`src/common/lcdsc_consts.svh`:
```
// Register offsets, field positions, reset values and timing counts of the segment LCD controller
`ifndef LCDSC_CONSTS_SVH
`define LCDSC_CONSTS_SVH

// Register byte offsets
`define LCDSC_OFS_MAP_HIGH     8'h00
`define LCDSC_OFS_MAP_LOW      8'h04
`define LCDSC_OFS_INDEX        8'h08
`define LCDSC_OFS_WINDOW       8'h0C
`define LCDSC_OFS_MODE         8'h10
`define LCDSC_OFS_STATUS       8'h14

// Display mode register fields
`define LCDSC_MODE_MUX_LSB     0
`define LCDSC_MODE_RATE_LSB    4
`define LCDSC_MODE_ON_BIT      8
`define LCDSC_MODE_OFF_BIT     9
`define LCDSC_MODE_CLEAR_BIT   10
`define LCDSC_MODE_BLINKA_BIT  12
`define LCDSC_MODE_BLINKB_BIT  13
`define LCDSC_MODE_COM_LSB     16

// Reset values
`define LCDSC_RST_WORD         32'h0000_0000
`define LCDSC_RST_INDEX        4'h0
`define LCDSC_RST_RATE         2'h0
`define LCDSC_RST_MUX          3'h0

// Storage geometry
`define LCDSC_NUM_PINS         44
`define LCDSC_NUM_WORDS        11
`define LCDSC_LAST_INDEX       4'hA
`define LCDSC_BLINK_PIN_A      22
`define LCDSC_BLINK_PIN_B      23
`define LCDSC_NUM_COMS         8

// Timing
`define LCDSC_CLK_HZ           200000000
`define LCDSC_BASE_FRAME_HZ    64
`define LCDSC_STEPS_PER_FRAME  16
`define LCDSC_STEP_DIV         (`LCDSC_CLK_HZ / (`LCDSC_BASE_FRAME_HZ * `LCDSC_STEPS_PER_FRAME))
`define LCDSC_BLINK_FRAMES     32

`endif

```
`src/common/lcdsc_pkg.sv`:
```
// Types and drive-level helper of the segment LCD controller
package lcdsc_pkg;

    // Multiplex and bias selections
    typedef enum logic [2:0] {
        MUX_4_THIRD  = 3'h0,
        MUX_3_THIRD  = 3'h1,
        MUX_2_HALF   = 3'h2,
        MUX_3_HALF   = 3'h3,
        MUX_STATIC   = 3'h4,
        MUX_5_THIRD  = 3'h5,
        MUX_6_THIRD  = 3'h6,
        MUX_8_THIRD  = 3'h7
    } lcdsc_mux_type;

    // Rail code: 0 ground, 3 full, 1 and 2 intermediate rails
    typedef logic [1:0] lcdsc_level_type;

    // Drive level of one pin for one slot and polarity
    function automatic lcdsc_level_type lcdsc_level_f(input logic is_com, input logic hit,
                                                      input logic pol, input logic third);
        lcdsc_level_type sel_lvl;
        sel_lvl = pol ? 2'h0 : 2'h3;
        if (is_com) begin
            return hit ? sel_lvl : ((pol && third) ? 2'h2 : 2'h1);
        end
        if (hit) begin
            return ~sel_lvl;
        end
        return third ? (pol ? 2'h1 : 2'h2) : sel_lvl;
    endfunction : lcdsc_level_f

endpackage : lcdsc_pkg

```
`src/hw/lcdsc_top.sv`:
```
// Segment LCD controller: registers, segment storage, pin functions and drive levels
//
// The implementer's own choices: the address-and-strobe port and the address map.
`timescale 1ns/100ps
`include "lcdsc_consts.svh"

module lcdsc_top #(
    parameter int NUM_PINS     = `LCDSC_NUM_PINS,
    parameter int STEP_DIV     = `LCDSC_STEP_DIV,
    parameter int BLINK_FRAMES = `LCDSC_BLINK_FRAMES
) (
    // Clock and reset
    input  wire logic                  CLK_I,
    input  wire logic                  RST_N_I,
    // Register port
    input  wire logic [7:0]            ADDR_I,
    input  wire logic [31:0]           WDATA_I,
    input  wire logic                  WR_I,
    input  wire logic                  RD_I,
    output logic [31:0]                RDATA_O,
    // Core port logic and peripheral per pin
    input  wire logic [NUM_PINS-1:0]   GPIO_O_I,
    input  wire logic [NUM_PINS-1:0]   GPIO_OE_I,
    input  wire logic [NUM_PINS-1:0]   PERIPH_EN_I,
    input  wire logic [NUM_PINS-1:0]   PERIPH_O_I,
    input  wire logic [NUM_PINS-1:0]   PERIPH_OE_I,
    output logic [NUM_PINS-1:0]        PIN_IN_O,
    // Pads
    input  wire logic [NUM_PINS-1:0]   PIN_I,
    output logic [NUM_PINS-1:0]        PIN_O,
    output logic [NUM_PINS-1:0]        PIN_OE_O,
    output logic [NUM_PINS-1:0]        LCD_EN_O,
    output logic [2*NUM_PINS-1:0]      LCD_LEVEL_O
);

    localparam int NUM_WORDS = `LCDSC_NUM_WORDS;

    // Software registers
    logic [31:0]               map_high_q;       // segment_map_high
    logic [31:0]               map_low_q;        // segment_map_low
    logic [3:0]                segment_index_q;  // segment_index_reg
    logic [31:0]               seg_mem_q [NUM_WORDS]; // segment storage
    logic [2:0]                mux_q;            // multiplex_select
    logic [1:0]                rate_q;           // frame_rate_select
    logic                      force_on_q;       // force_all_on
    logic                      force_off_q;      // force_all_off
    logic                      blink_a_q;        // blink_segment_a enable
    logic                      blink_b_q;        // blink_segment_b enable
    logic [7:0]                com_en_q;         // Pins 0-7 act as commons
    logic                      clear_q;          // display_clear pulse
    logic [31:0]               rdata_q;

    // Pin input synchroniser
    logic [NUM_PINS-1:0]       pin_meta_q;
    logic [NUM_PINS-1:0]       pin_sync_q;

    // Derived views
    logic [63:0]               map_all;          // Map bit of every pin
    logic [31:0]               view_word [NUM_WORDS]; // Words as read back
    logic                      index_ok;         // Index selects a real word
    logic [31:0]               rd_mux;

    // Frame timing
    logic [2:0]                slot;
    logic                      pol;
    logic                      blink_ph;
    logic                      third;
    logic [3:0]                nstates;

    // Output registers
    logic [NUM_PINS-1:0]       pin_o_q;
    logic [NUM_PINS-1:0]       pin_oe_q;
    logic [NUM_PINS-1:0]       lcd_en_q;
    logic [2*NUM_PINS-1:0]     level_q;

    assign map_all  = {map_high_q, map_low_q};
    assign index_ok = (segment_index_q <= `LCDSC_LAST_INDEX);

    // Two-flop synchroniser on the pad inputs
    always_ff @(posedge CLK_I) begin
        if (!RST_N_I) begin
            pin_meta_q <= '0;
            pin_sync_q <= '0;
        end else begin
            pin_meta_q <= PIN_I;
            pin_sync_q <= pin_meta_q;
        end
    end

    // Clear request: lives one cycle, then drops by itself
    always_ff @(posedge CLK_I) begin
        if (!RST_N_I || clear_q) begin
            clear_q <= 1'b0;
        end else begin
            clear_q <= WR_I && (ADDR_I == `LCDSC_OFS_MODE) && WDATA_I[`LCDSC_MODE_CLEAR_BIT];
        end
    end

    // Map registers; clear returns every pin to its alternate function
    always_ff @(posedge CLK_I) begin
        if (!RST_N_I || clear_q) begin
            map_high_q <= `LCDSC_RST_WORD;
            map_low_q  <= `LCDSC_RST_WORD;
        end else if (WR_I && ADDR_I == `LCDSC_OFS_MAP_HIGH) begin
            map_high_q <= WDATA_I;
        end else if (WR_I && ADDR_I == `LCDSC_OFS_MAP_LOW) begin
            map_low_q  <= WDATA_I;
        end
    end

    // Index register
    always_ff @(posedge CLK_I) begin
        if (!RST_N_I || clear_q) begin
            segment_index_q <= `LCDSC_RST_INDEX;
        end else if (WR_I && ADDR_I == `LCDSC_OFS_INDEX) begin
            segment_index_q <= WDATA_I[3:0];
        end
    end

    // Display mode register
    always_ff @(posedge CLK_I) begin
        if (!RST_N_I || clear_q) begin
            mux_q       <= `LCDSC_RST_MUX;
            rate_q      <= `LCDSC_RST_RATE;
            force_on_q  <= 1'b0;
            force_off_q <= 1'b0;
            blink_a_q   <= 1'b0;
            blink_b_q   <= 1'b0;
            com_en_q    <= 8'h00;
        end else if (WR_I && ADDR_I == `LCDSC_OFS_MODE) begin
            mux_q       <= WDATA_I[`LCDSC_MODE_MUX_LSB +: 3];
            rate_q      <= WDATA_I[`LCDSC_MODE_RATE_LSB +: 2];
            force_on_q  <= WDATA_I[`LCDSC_MODE_ON_BIT];
            force_off_q <= WDATA_I[`LCDSC_MODE_OFF_BIT];
            blink_a_q   <= WDATA_I[`LCDSC_MODE_BLINKA_BIT];
            blink_b_q   <= WDATA_I[`LCDSC_MODE_BLINKB_BIT];
            com_en_q    <= WDATA_I[`LCDSC_MODE_COM_LSB +: 8];
        end
    end

    // Segment storage: one word per four pins, written through the window
    genvar gw;
    generate
        for (gw = 0; gw < NUM_WORDS; gw++) begin : g_word
            always_ff @(posedge CLK_I) begin
                if (!RST_N_I || clear_q) begin
                    seg_mem_q[gw] <= `LCDSC_RST_WORD;
                end else if (WR_I && ADDR_I == `LCDSC_OFS_WINDOW && index_ok
                             && segment_index_q == 4'(gw)) begin
                    seg_mem_q[gw] <= WDATA_I;
                end
            end
        end
    endgenerate

    // Frame timing generator
    lcdsc_frame_gen #(
        .STEP_DIV     (STEP_DIV),
        .BLINK_FRAMES (BLINK_FRAMES)
    ) u_frame (
        .clk_i      (CLK_I),
        .rst_n_i    (RST_N_I),
        .clear_i    (clear_q),
        .rate_sel_i (rate_q),
        .mux_i      (lcdsc_pkg::lcdsc_mux_type'(mux_q)),
        .slot_o     (slot),
        .pol_o      (pol),
        .blink_o    (blink_ph),
        .third_o    (third),
        .nstates_o  (nstates)
    );

    // Per pin: storage byte, pin function and drive level
    genvar gp;
    generate
        for (gp = 0; gp < NUM_PINS; gp++) begin : g_pin
            localparam int W = gp / 4;
            localparam int B = (3 - (gp % 4)) * 8;
            logic [7:0]                  seg_byte;  // segment_byte of this pin
            logic                        mapped;
            logic                        is_com;
            logic                        seg_on;
            logic                        hit;
            logic                        blinks;
            lcdsc_pkg::lcdsc_level_type  lvl;

            assign seg_byte = seg_mem_q[W][B +: 8];
            assign mapped   = map_all[gp];
            // Pins 0-7 may act as commons 0-7
            if (gp < `LCDSC_NUM_COMS) begin : g_com
                assign is_com = com_en_q[gp];
            end else begin : g_seg
                assign is_com = 1'b0;
            end
            if (gp == `LCDSC_BLINK_PIN_A) begin : g_blink_a
                assign blinks = blink_a_q && blink_ph;
            end else if (gp == `LCDSC_BLINK_PIN_B) begin : g_blink_b
                assign blinks = blink_b_q && blink_ph;
            end else begin : g_noblink
                assign blinks = 1'b0;
            end

            // Segment state in the current slot; off wins over on
            assign seg_on = force_off_q ? 1'b0 :
                            force_on_q  ? 1'b1 :
                            (seg_byte[slot] && !blinks);
            // Common selected only in its slot and only if used by the mode
            assign hit = is_com ? ((slot == 3'(gp)) && (4'(gp) < nstates)) : seg_on;
            assign lvl = lcdsc_pkg::lcdsc_level_f(is_com, hit, pol, third);

            // Read view: input value shows in bit 0 of an unmapped input pin
            assign view_word[W][B +: 8] = (!mapped && !seg_byte[2] && !seg_byte[1]) ?
                                          {seg_byte[7:1], pin_sync_q[gp]} : seg_byte;

            // Registered pin outputs
            always_ff @(posedge CLK_I) begin
                if (!RST_N_I) begin
                    pin_o_q[gp]         <= 1'b0;
                    pin_oe_q[gp]        <= 1'b0;
                    lcd_en_q[gp]        <= 1'b0;
                    level_q[2*gp +: 2]  <= 2'h0;
                end else if (mapped) begin
                    // LCD owns the pin; alternate function fully off
                    pin_o_q[gp]         <= 1'b0;
                    pin_oe_q[gp]        <= 1'b0;
                    lcd_en_q[gp]        <= 1'b1;
                    level_q[2*gp +: 2]  <= lvl;
                end else if (seg_byte[2]) begin
                    // Port logic: peripheral first, else GPIO
                    pin_o_q[gp]         <= PERIPH_EN_I[gp] ? PERIPH_O_I[gp] : GPIO_O_I[gp];
                    pin_oe_q[gp]        <= PERIPH_EN_I[gp] ? PERIPH_OE_I[gp] : GPIO_OE_I[gp];
                    lcd_en_q[gp]        <= 1'b0;
                    level_q[2*gp +: 2]  <= 2'h0;
                end else begin
                    // Direct I/O from the segment byte
                    pin_o_q[gp]         <= seg_byte[0];
                    pin_oe_q[gp]        <= seg_byte[1];
                    lcd_en_q[gp]        <= 1'b0;
                    level_q[2*gp +: 2]  <= 2'h0;
                end
            end
        end
    endgenerate

    // Read multiplexer
    always_comb begin
        rd_mux = 32'h0;
        unique case (ADDR_I)
            `LCDSC_OFS_MAP_HIGH: rd_mux = map_high_q;
            `LCDSC_OFS_MAP_LOW:  rd_mux = map_low_q;
            `LCDSC_OFS_INDEX:    rd_mux = {28'h0, segment_index_q};
            `LCDSC_OFS_WINDOW:   rd_mux = index_ok ? view_word[segment_index_q] : 32'h0;
            `LCDSC_OFS_MODE: begin
                rd_mux[`LCDSC_MODE_MUX_LSB +: 3]  = mux_q;
                rd_mux[`LCDSC_MODE_RATE_LSB +: 2] = rate_q;
                rd_mux[`LCDSC_MODE_ON_BIT]        = force_on_q;
                rd_mux[`LCDSC_MODE_OFF_BIT]       = force_off_q;
                rd_mux[`LCDSC_MODE_BLINKA_BIT]    = blink_a_q;
                rd_mux[`LCDSC_MODE_BLINKB_BIT]    = blink_b_q;
                rd_mux[`LCDSC_MODE_COM_LSB +: 8]  = com_en_q;
            end
            `LCDSC_OFS_STATUS:   rd_mux = {26'h0, blink_ph, pol, nstates == 4'h1, slot};
            default:             rd_mux = 32'h0;
        endcase
    end

    // Read data one cycle after the strobe, zero otherwise
    always_ff @(posedge CLK_I) begin
        if (!RST_N_I) begin
            rdata_q <= 32'h0;
        end else begin
            rdata_q <= RD_I ? rd_mux : 32'h0;
        end
    end

    // Synchronised pad inputs to the core
    always_ff @(posedge CLK_I) begin
        if (!RST_N_I) begin
            PIN_IN_O <= '0;
        end else begin
            PIN_IN_O <= pin_sync_q;
        end
    end

    assign RDATA_O     = rdata_q;
    assign PIN_O       = pin_o_q;
    assign PIN_OE_O    = pin_oe_q;
    assign LCD_EN_O    = lcd_en_q;
    assign LCD_LEVEL_O = level_q;

endmodule : lcdsc_top

```
`src/hw/lcdsc_frame_gen.sv`:
```
// Frame timing: step divider, common slot walk, polarity and blink phase
`timescale 1ns/100ps
`include "lcdsc_consts.svh"

module lcdsc_frame_gen #(
    parameter int STEP_DIV     = `LCDSC_STEP_DIV,
    parameter int BLINK_FRAMES = `LCDSC_BLINK_FRAMES
) (
    // Clock and reset
    input  wire logic                   clk_i,
    input  wire logic                   rst_n_i,
    input  wire logic                   clear_i,
    // Configuration
    input  wire logic [1:0]             rate_sel_i,
    input  wire lcdsc_pkg::lcdsc_mux_type mux_i,
    // Timing state
    output logic [2:0]                  slot_o,
    output logic                        pol_o,
    output logic                        blink_o,
    output logic                        third_o,
    output logic [3:0]                  nstates_o
);

    logic [23:0] step_cnt_q;     // Cycles within one step
    logic [23:0] step_last;      // Terminal count for the chosen rate
    logic        step_hit;       // One step elapsed
    logic        frame_end;      // Last slot of the frame ends
    logic [5:0]  blink_cnt_q;    // Frames within one blink half period
    logic [2:0]  slot_q;
    logic        pol_q;
    logic        blink_q;

    // Each rate code doubles the frame clock
    assign step_last = (24'(STEP_DIV) >> rate_sel_i) - 24'h1;
    assign step_hit  = (step_cnt_q >= step_last);
    assign frame_end = step_hit && ({1'b0, slot_q} >= nstates_o - 4'h1);

    // Number of states and bias for each multiplex code
    always_comb begin
        unique case (mux_i)
            lcdsc_pkg::MUX_4_THIRD: begin nstates_o = 4'h4; third_o = 1'b1; end
            lcdsc_pkg::MUX_3_THIRD: begin nstates_o = 4'h3; third_o = 1'b1; end
            lcdsc_pkg::MUX_2_HALF:  begin nstates_o = 4'h2; third_o = 1'b0; end
            lcdsc_pkg::MUX_3_HALF:  begin nstates_o = 4'h3; third_o = 1'b0; end
            lcdsc_pkg::MUX_STATIC:  begin nstates_o = 4'h1; third_o = 1'b0; end
            lcdsc_pkg::MUX_5_THIRD: begin nstates_o = 4'h5; third_o = 1'b1; end
            lcdsc_pkg::MUX_6_THIRD: begin nstates_o = 4'h6; third_o = 1'b1; end
            lcdsc_pkg::MUX_8_THIRD: begin nstates_o = 4'h8; third_o = 1'b1; end
        endcase
    end

    // Step divider
    always_ff @(posedge clk_i) begin
        if (!rst_n_i || clear_i || step_hit) begin
            step_cnt_q <= 24'h0;
        end else begin
            step_cnt_q <= step_cnt_q + 24'h1;
        end
    end

    // Slot walk and polarity inversion once per frame
    always_ff @(posedge clk_i) begin
        if (!rst_n_i || clear_i) begin
            slot_q <= 3'h0;
            pol_q  <= 1'b0;
        end else if (frame_end) begin
            slot_q <= 3'h0;
            pol_q  <= ~pol_q;
        end else if (step_hit) begin
            slot_q <= slot_q + 3'h1;
        end
    end

    // Blink phase toggles every BLINK_FRAMES frames
    always_ff @(posedge clk_i) begin
        if (!rst_n_i || clear_i) begin
            blink_cnt_q <= 6'h0;
            blink_q     <= 1'b0;
        end else if (frame_end) begin
            if (blink_cnt_q >= 6'(BLINK_FRAMES - 1)) begin
                blink_cnt_q <= 6'h0;
                blink_q     <= ~blink_q;
            end else begin
                blink_cnt_q <= blink_cnt_q + 6'h1;
            end
        end
    end

    assign slot_o  = slot_q;
    assign pol_o   = pol_q;
    assign blink_o = blink_q;

endmodule : lcdsc_frame_gen

```
`config.mk`:
```
export PLATFORM = sky130hd
export DESIGN_NAME = lcdsc_top
export DESIGN_NICKNAME = d
export VERILOG_FILES = /design/src/common/lcdsc_pkg.sv /design/src/hw/lcdsc_top.sv /design/src/hw/lcdsc_frame_gen.sv
export VERILOG_INCLUDE_DIRS = /design/src /design/src/common
export SDC_FILE = /design/constraint.sdc
export NUM_CORES = 2
export LEC_CHECK = 0
export BUFFER_PORTS_ARGS = -buffer_cell sky130_fd_sc_hd__clkbuf_2
export CAP_MARGIN = 25
export CORE_ASPECT_RATIO = 1.75
export CORE_MARGIN = 4
export CORE_UTILIZATION = 45
export CTS_CLUSTER_SIZE = 14
export DETAILED_ROUTE_END_ITERATION = 6
export PLACE_DENSITY = 0.67
export SYNTH_ARGS = -nofsm -noshare
export SYNTH_HDL_FRONTEND = slang
export SYNTH_SLANG_ARGS = --single-unit
```
`constraint.sdc`:
```
create_clock -name CLK_I -period 5.15 [get_ports CLK_I]
set_input_delay 0.2575 -clock CLK_I [delete_from_list [all_inputs] [get_ports CLK_I]]
set_output_delay 0.2575 -clock CLK_I [all_outputs]
set_load 0.05 [all_outputs]
```
==> results.ini <==
[status]
status=finished, violations left
violations=DRC

[worst_setup_path]
cp-startpoint=segment_index_q[1]
worstSetupStartpointType=flop
path_max_fanout=46
critical_path.endpoint=RDATA_O[3]
r2r-start=segment_index_q[1]
reg2reg_depth=7
critical_path_class=reg2reg
ff2ff_setup_slack_ns=1.67
cp-end-kind=flop
r2r_end=RDATA_O[3]
worstPathArrival_ns=4.05
required_ns=5.73

[power]
peakVddDrop_mv=0.2072
leakagePower_nw=18.98
power.density_nw_per_um2=312.1

[synth]
ys_seq_area_share_pct=54.32
avgSynthCellArea_um2=11.17
synthFlopType=dfxtp_1
async_reset_ff_share_pct=0
synthCells=3426
ys_types=69
synth_edf_count=352
ys_ff_latch=862
yosys_warnings=0
synthesis.area_um2=38260

[global_routing]
grt-ovfl-total=0
grt_max_degree=113
grt_usage_pct=31.38
grt_antenna_before_repair=10
grt_pass1_wl_um=208300
grt_pass1_vias=30630

[sta]
rsz0062_at_grt=false
min_period_ns=3.475
worst_pin_slew_ns=1.037
max_slew_margin_pct=28.91
final-setup-viol-count=0
fmax_mhz=287.7
timing.final.ws_setup_ns=1.675
period_share_pct=67.48
fin_tns_setup_ns=0
slew_violations=0
clock_skew_ns=0.03351
final_hold_viol_count=0

[place]
portBuffers=603
place_inst=4924
place_ws_ns=1.595
dp_hpwl_um=107000
dpl_cell_area_um2=42350
gp_congestion=0.9923

[layout]
nFillCells=7219
instances_no_fill=5265
nNetsFinal=4472
area_growth_pct=22.88
fin_area_um2=47010
drive_gt1_share_pct=23.65

[cts]
clk_pin_slew_ns=0.07
cts_buffers=81
cts.sinks=862
post_cts_resized=0
root_buffer=clkbuf_16
cts_tree=done
htree_levels=3
hold_buffers=185
clk-insertion-delay-late_ns=0.69
cts_buffer_depth=3
postCtsSetupRepairBufs=0

[min_path]
hold_class=in2reg

[drt]
drt_first_iter_violations=3570
via_count=30970
drc=6
routed_wl_um=145800
routedWlPerCell_um=27.70
postRouteAntennaNets=0
drt_pass1_iterations=7
vias_per_cell=5.883

[floorplanning]
rows=141
start_util_pct=45.36
die_area_um2=89920
core_area_um2=84330
io_pins=604
die_h_um=393.7
die_x_um=228.4

[job]
max_cap_violations=0

## sequential cells by signal (all words and copies together), names as in the netlist, 4 cells and up
register / flops
LCD_EN_O: 44
LCD_LEVEL_O: 88
PIN_IN_O: 44
PIN_O: 44
PIN_OE_O: 44
RDATA_O: 32
com_en_q: 8
map_high_q: 32
map_low_q: 32
pin_meta_q: 44
pin_sync_q: 44
seg_mem_q: 352
segment_index_q: 4
u_frame.blink_cnt_q: 6
u_frame.nstates_o: 4
u_frame.step_cnt_q: 24
## cells by family after synthesis
group | Yosys count | share of synthesized area [%]
xor+xnor | 25 | 0.5724
simple gates | 1251 | 16.51
flops | 862 | 54.32
mux | 358 | 14.22
buf+inv | 304 | 3.166
fa+ha+maj | 41 | 1.338
compound gates | 583 | 9.861
other cells | 2 | 0.01963
## cell usage after synthesis (7+ instances only)
master    number  area share (%)
a21oi_1      203             2.7
nand2_1      353             3.5
a22oi_1       22            0.43
xor2_1        14            0.32
and3_1         8            0.13
edfxtp_1     352              28
dfxtp_1      510              27
nor2_1       215             2.1
o21ai_0       37            0.48
a22o_1         8            0.18
a211oi_1      96             1.9
inv_1         65            0.64
o31ai_1        7            0.14
mux2_2        13            0.38
mux4_2       147             8.7
xnor2_1       11            0.25
a31oi_1       48            0.78
buf_2         35            0.46
a221oi_1       9            0.21
o21a_1        74             1.5
clkbuf_1     186             1.8
ha_1          40             1.3
mux2i_1      198             5.2
buf_1         13            0.13
and2_1       490             8.0
o22ai_1       33            0.54
nor3_1        64            0.84
o211ai_1       7            0.14
nand3_1       34            0.44
nand2b_1      52            0.85
## worst min-delay path by stage
stage	startpoint	cells after the start	end
after detailed placement	pin_meta_q[14]	1	pin_sync_q[14]
after global routing	GPIO_O_I[3]	3	PIN_O[3]
after CTS	PERIPH_O_I[24]	3	PIN_O[24]
after floorplan	PIN_I[0]	1	pin_meta_q[0]
final	PERIPH_OE_I[18]	3	PIN_OE_O[18]
after global placement	pin_meta_q[30]	1	pin_sync_q[30]
## metrics by stage
step                power [W]  util [%]  hold slack [ns]
floorplan            0.008021         -           0.3848
global placement     0.008491     50.12           0.4135
detailed placement   0.008508     50.22           0.4169
CTS                   0.01471     55.62        0.0003145
global route          0.01505     55.74          0.01775
finish                0.01467     55.75         0.007039
## routing by layer
layer	track usage (%)	wire (um)	up-vias
li1	-	-	13600
met1	35.03	49720	15000
met2	53.54	71140	1875
met3	6.319	12550	490
met4	22.08	12440	2
met5	0	7	-
## area by class of cell
type / count / area, um^2 / area share, %
diodes: 3 / 7.507 / 0.01597
inverters: 66 / 247.7 / 0.5270
repair buffers: 848 / 5460 / 11.62
multi-input cells: 2265 / 16450 / 34.99
clock buffers: 118 / 2351 / 5.001
well taps: 1072 / 1341 / 2.853
flip-flops and latches: 862 / 20800 / 44.24
clock inverters: 31 / 354.1 / 0.7532
## placed cells by master, fill, tap and decap left out, drive strengths merged, types with 8 or more instances in the layout
master / instances
a211oi: 96
a21oi: 204
a221oi: 9
a22o: 8
a22oi: 22
a31oi: 48
and2: 490
and3: 8
buf: 60
clkbuf: 721
clkinv: 20
dfxtp: 510
dlygate4sd3: 185
edfxtp: 352
ha: 40
inv: 71
mux2: 13
mux2i: 198
mux4: 147
nand2: 353
nand2b: 52
nand3: 34
nor2: 217
nor3: 65
o21a: 74
o21ai: 37
o22ai: 33
o31ai: 9
xnor2: 11
xor2: 14
## power breakdown
part | switching, W | internal, W | total, W
registers | 0.000134 | 0.00726 | 0.00740
logic | 0.000692 | 0.000416 | 0.00111
clock network | 0.00275 | 0.00341 | 0.00617
## worst max-delay path, stage by stage, from the launching register on
cell	delay, ns
dfxtp_4	0.83
buf_4	0.66
mux4_2	0.51
mux2i_1	0.28
o22ai_1	0.14
a21oi_1	0.23
a2111oi_0	0.09
dlygate4sd3_1	0.58
(Power assumes the default switching activity.)
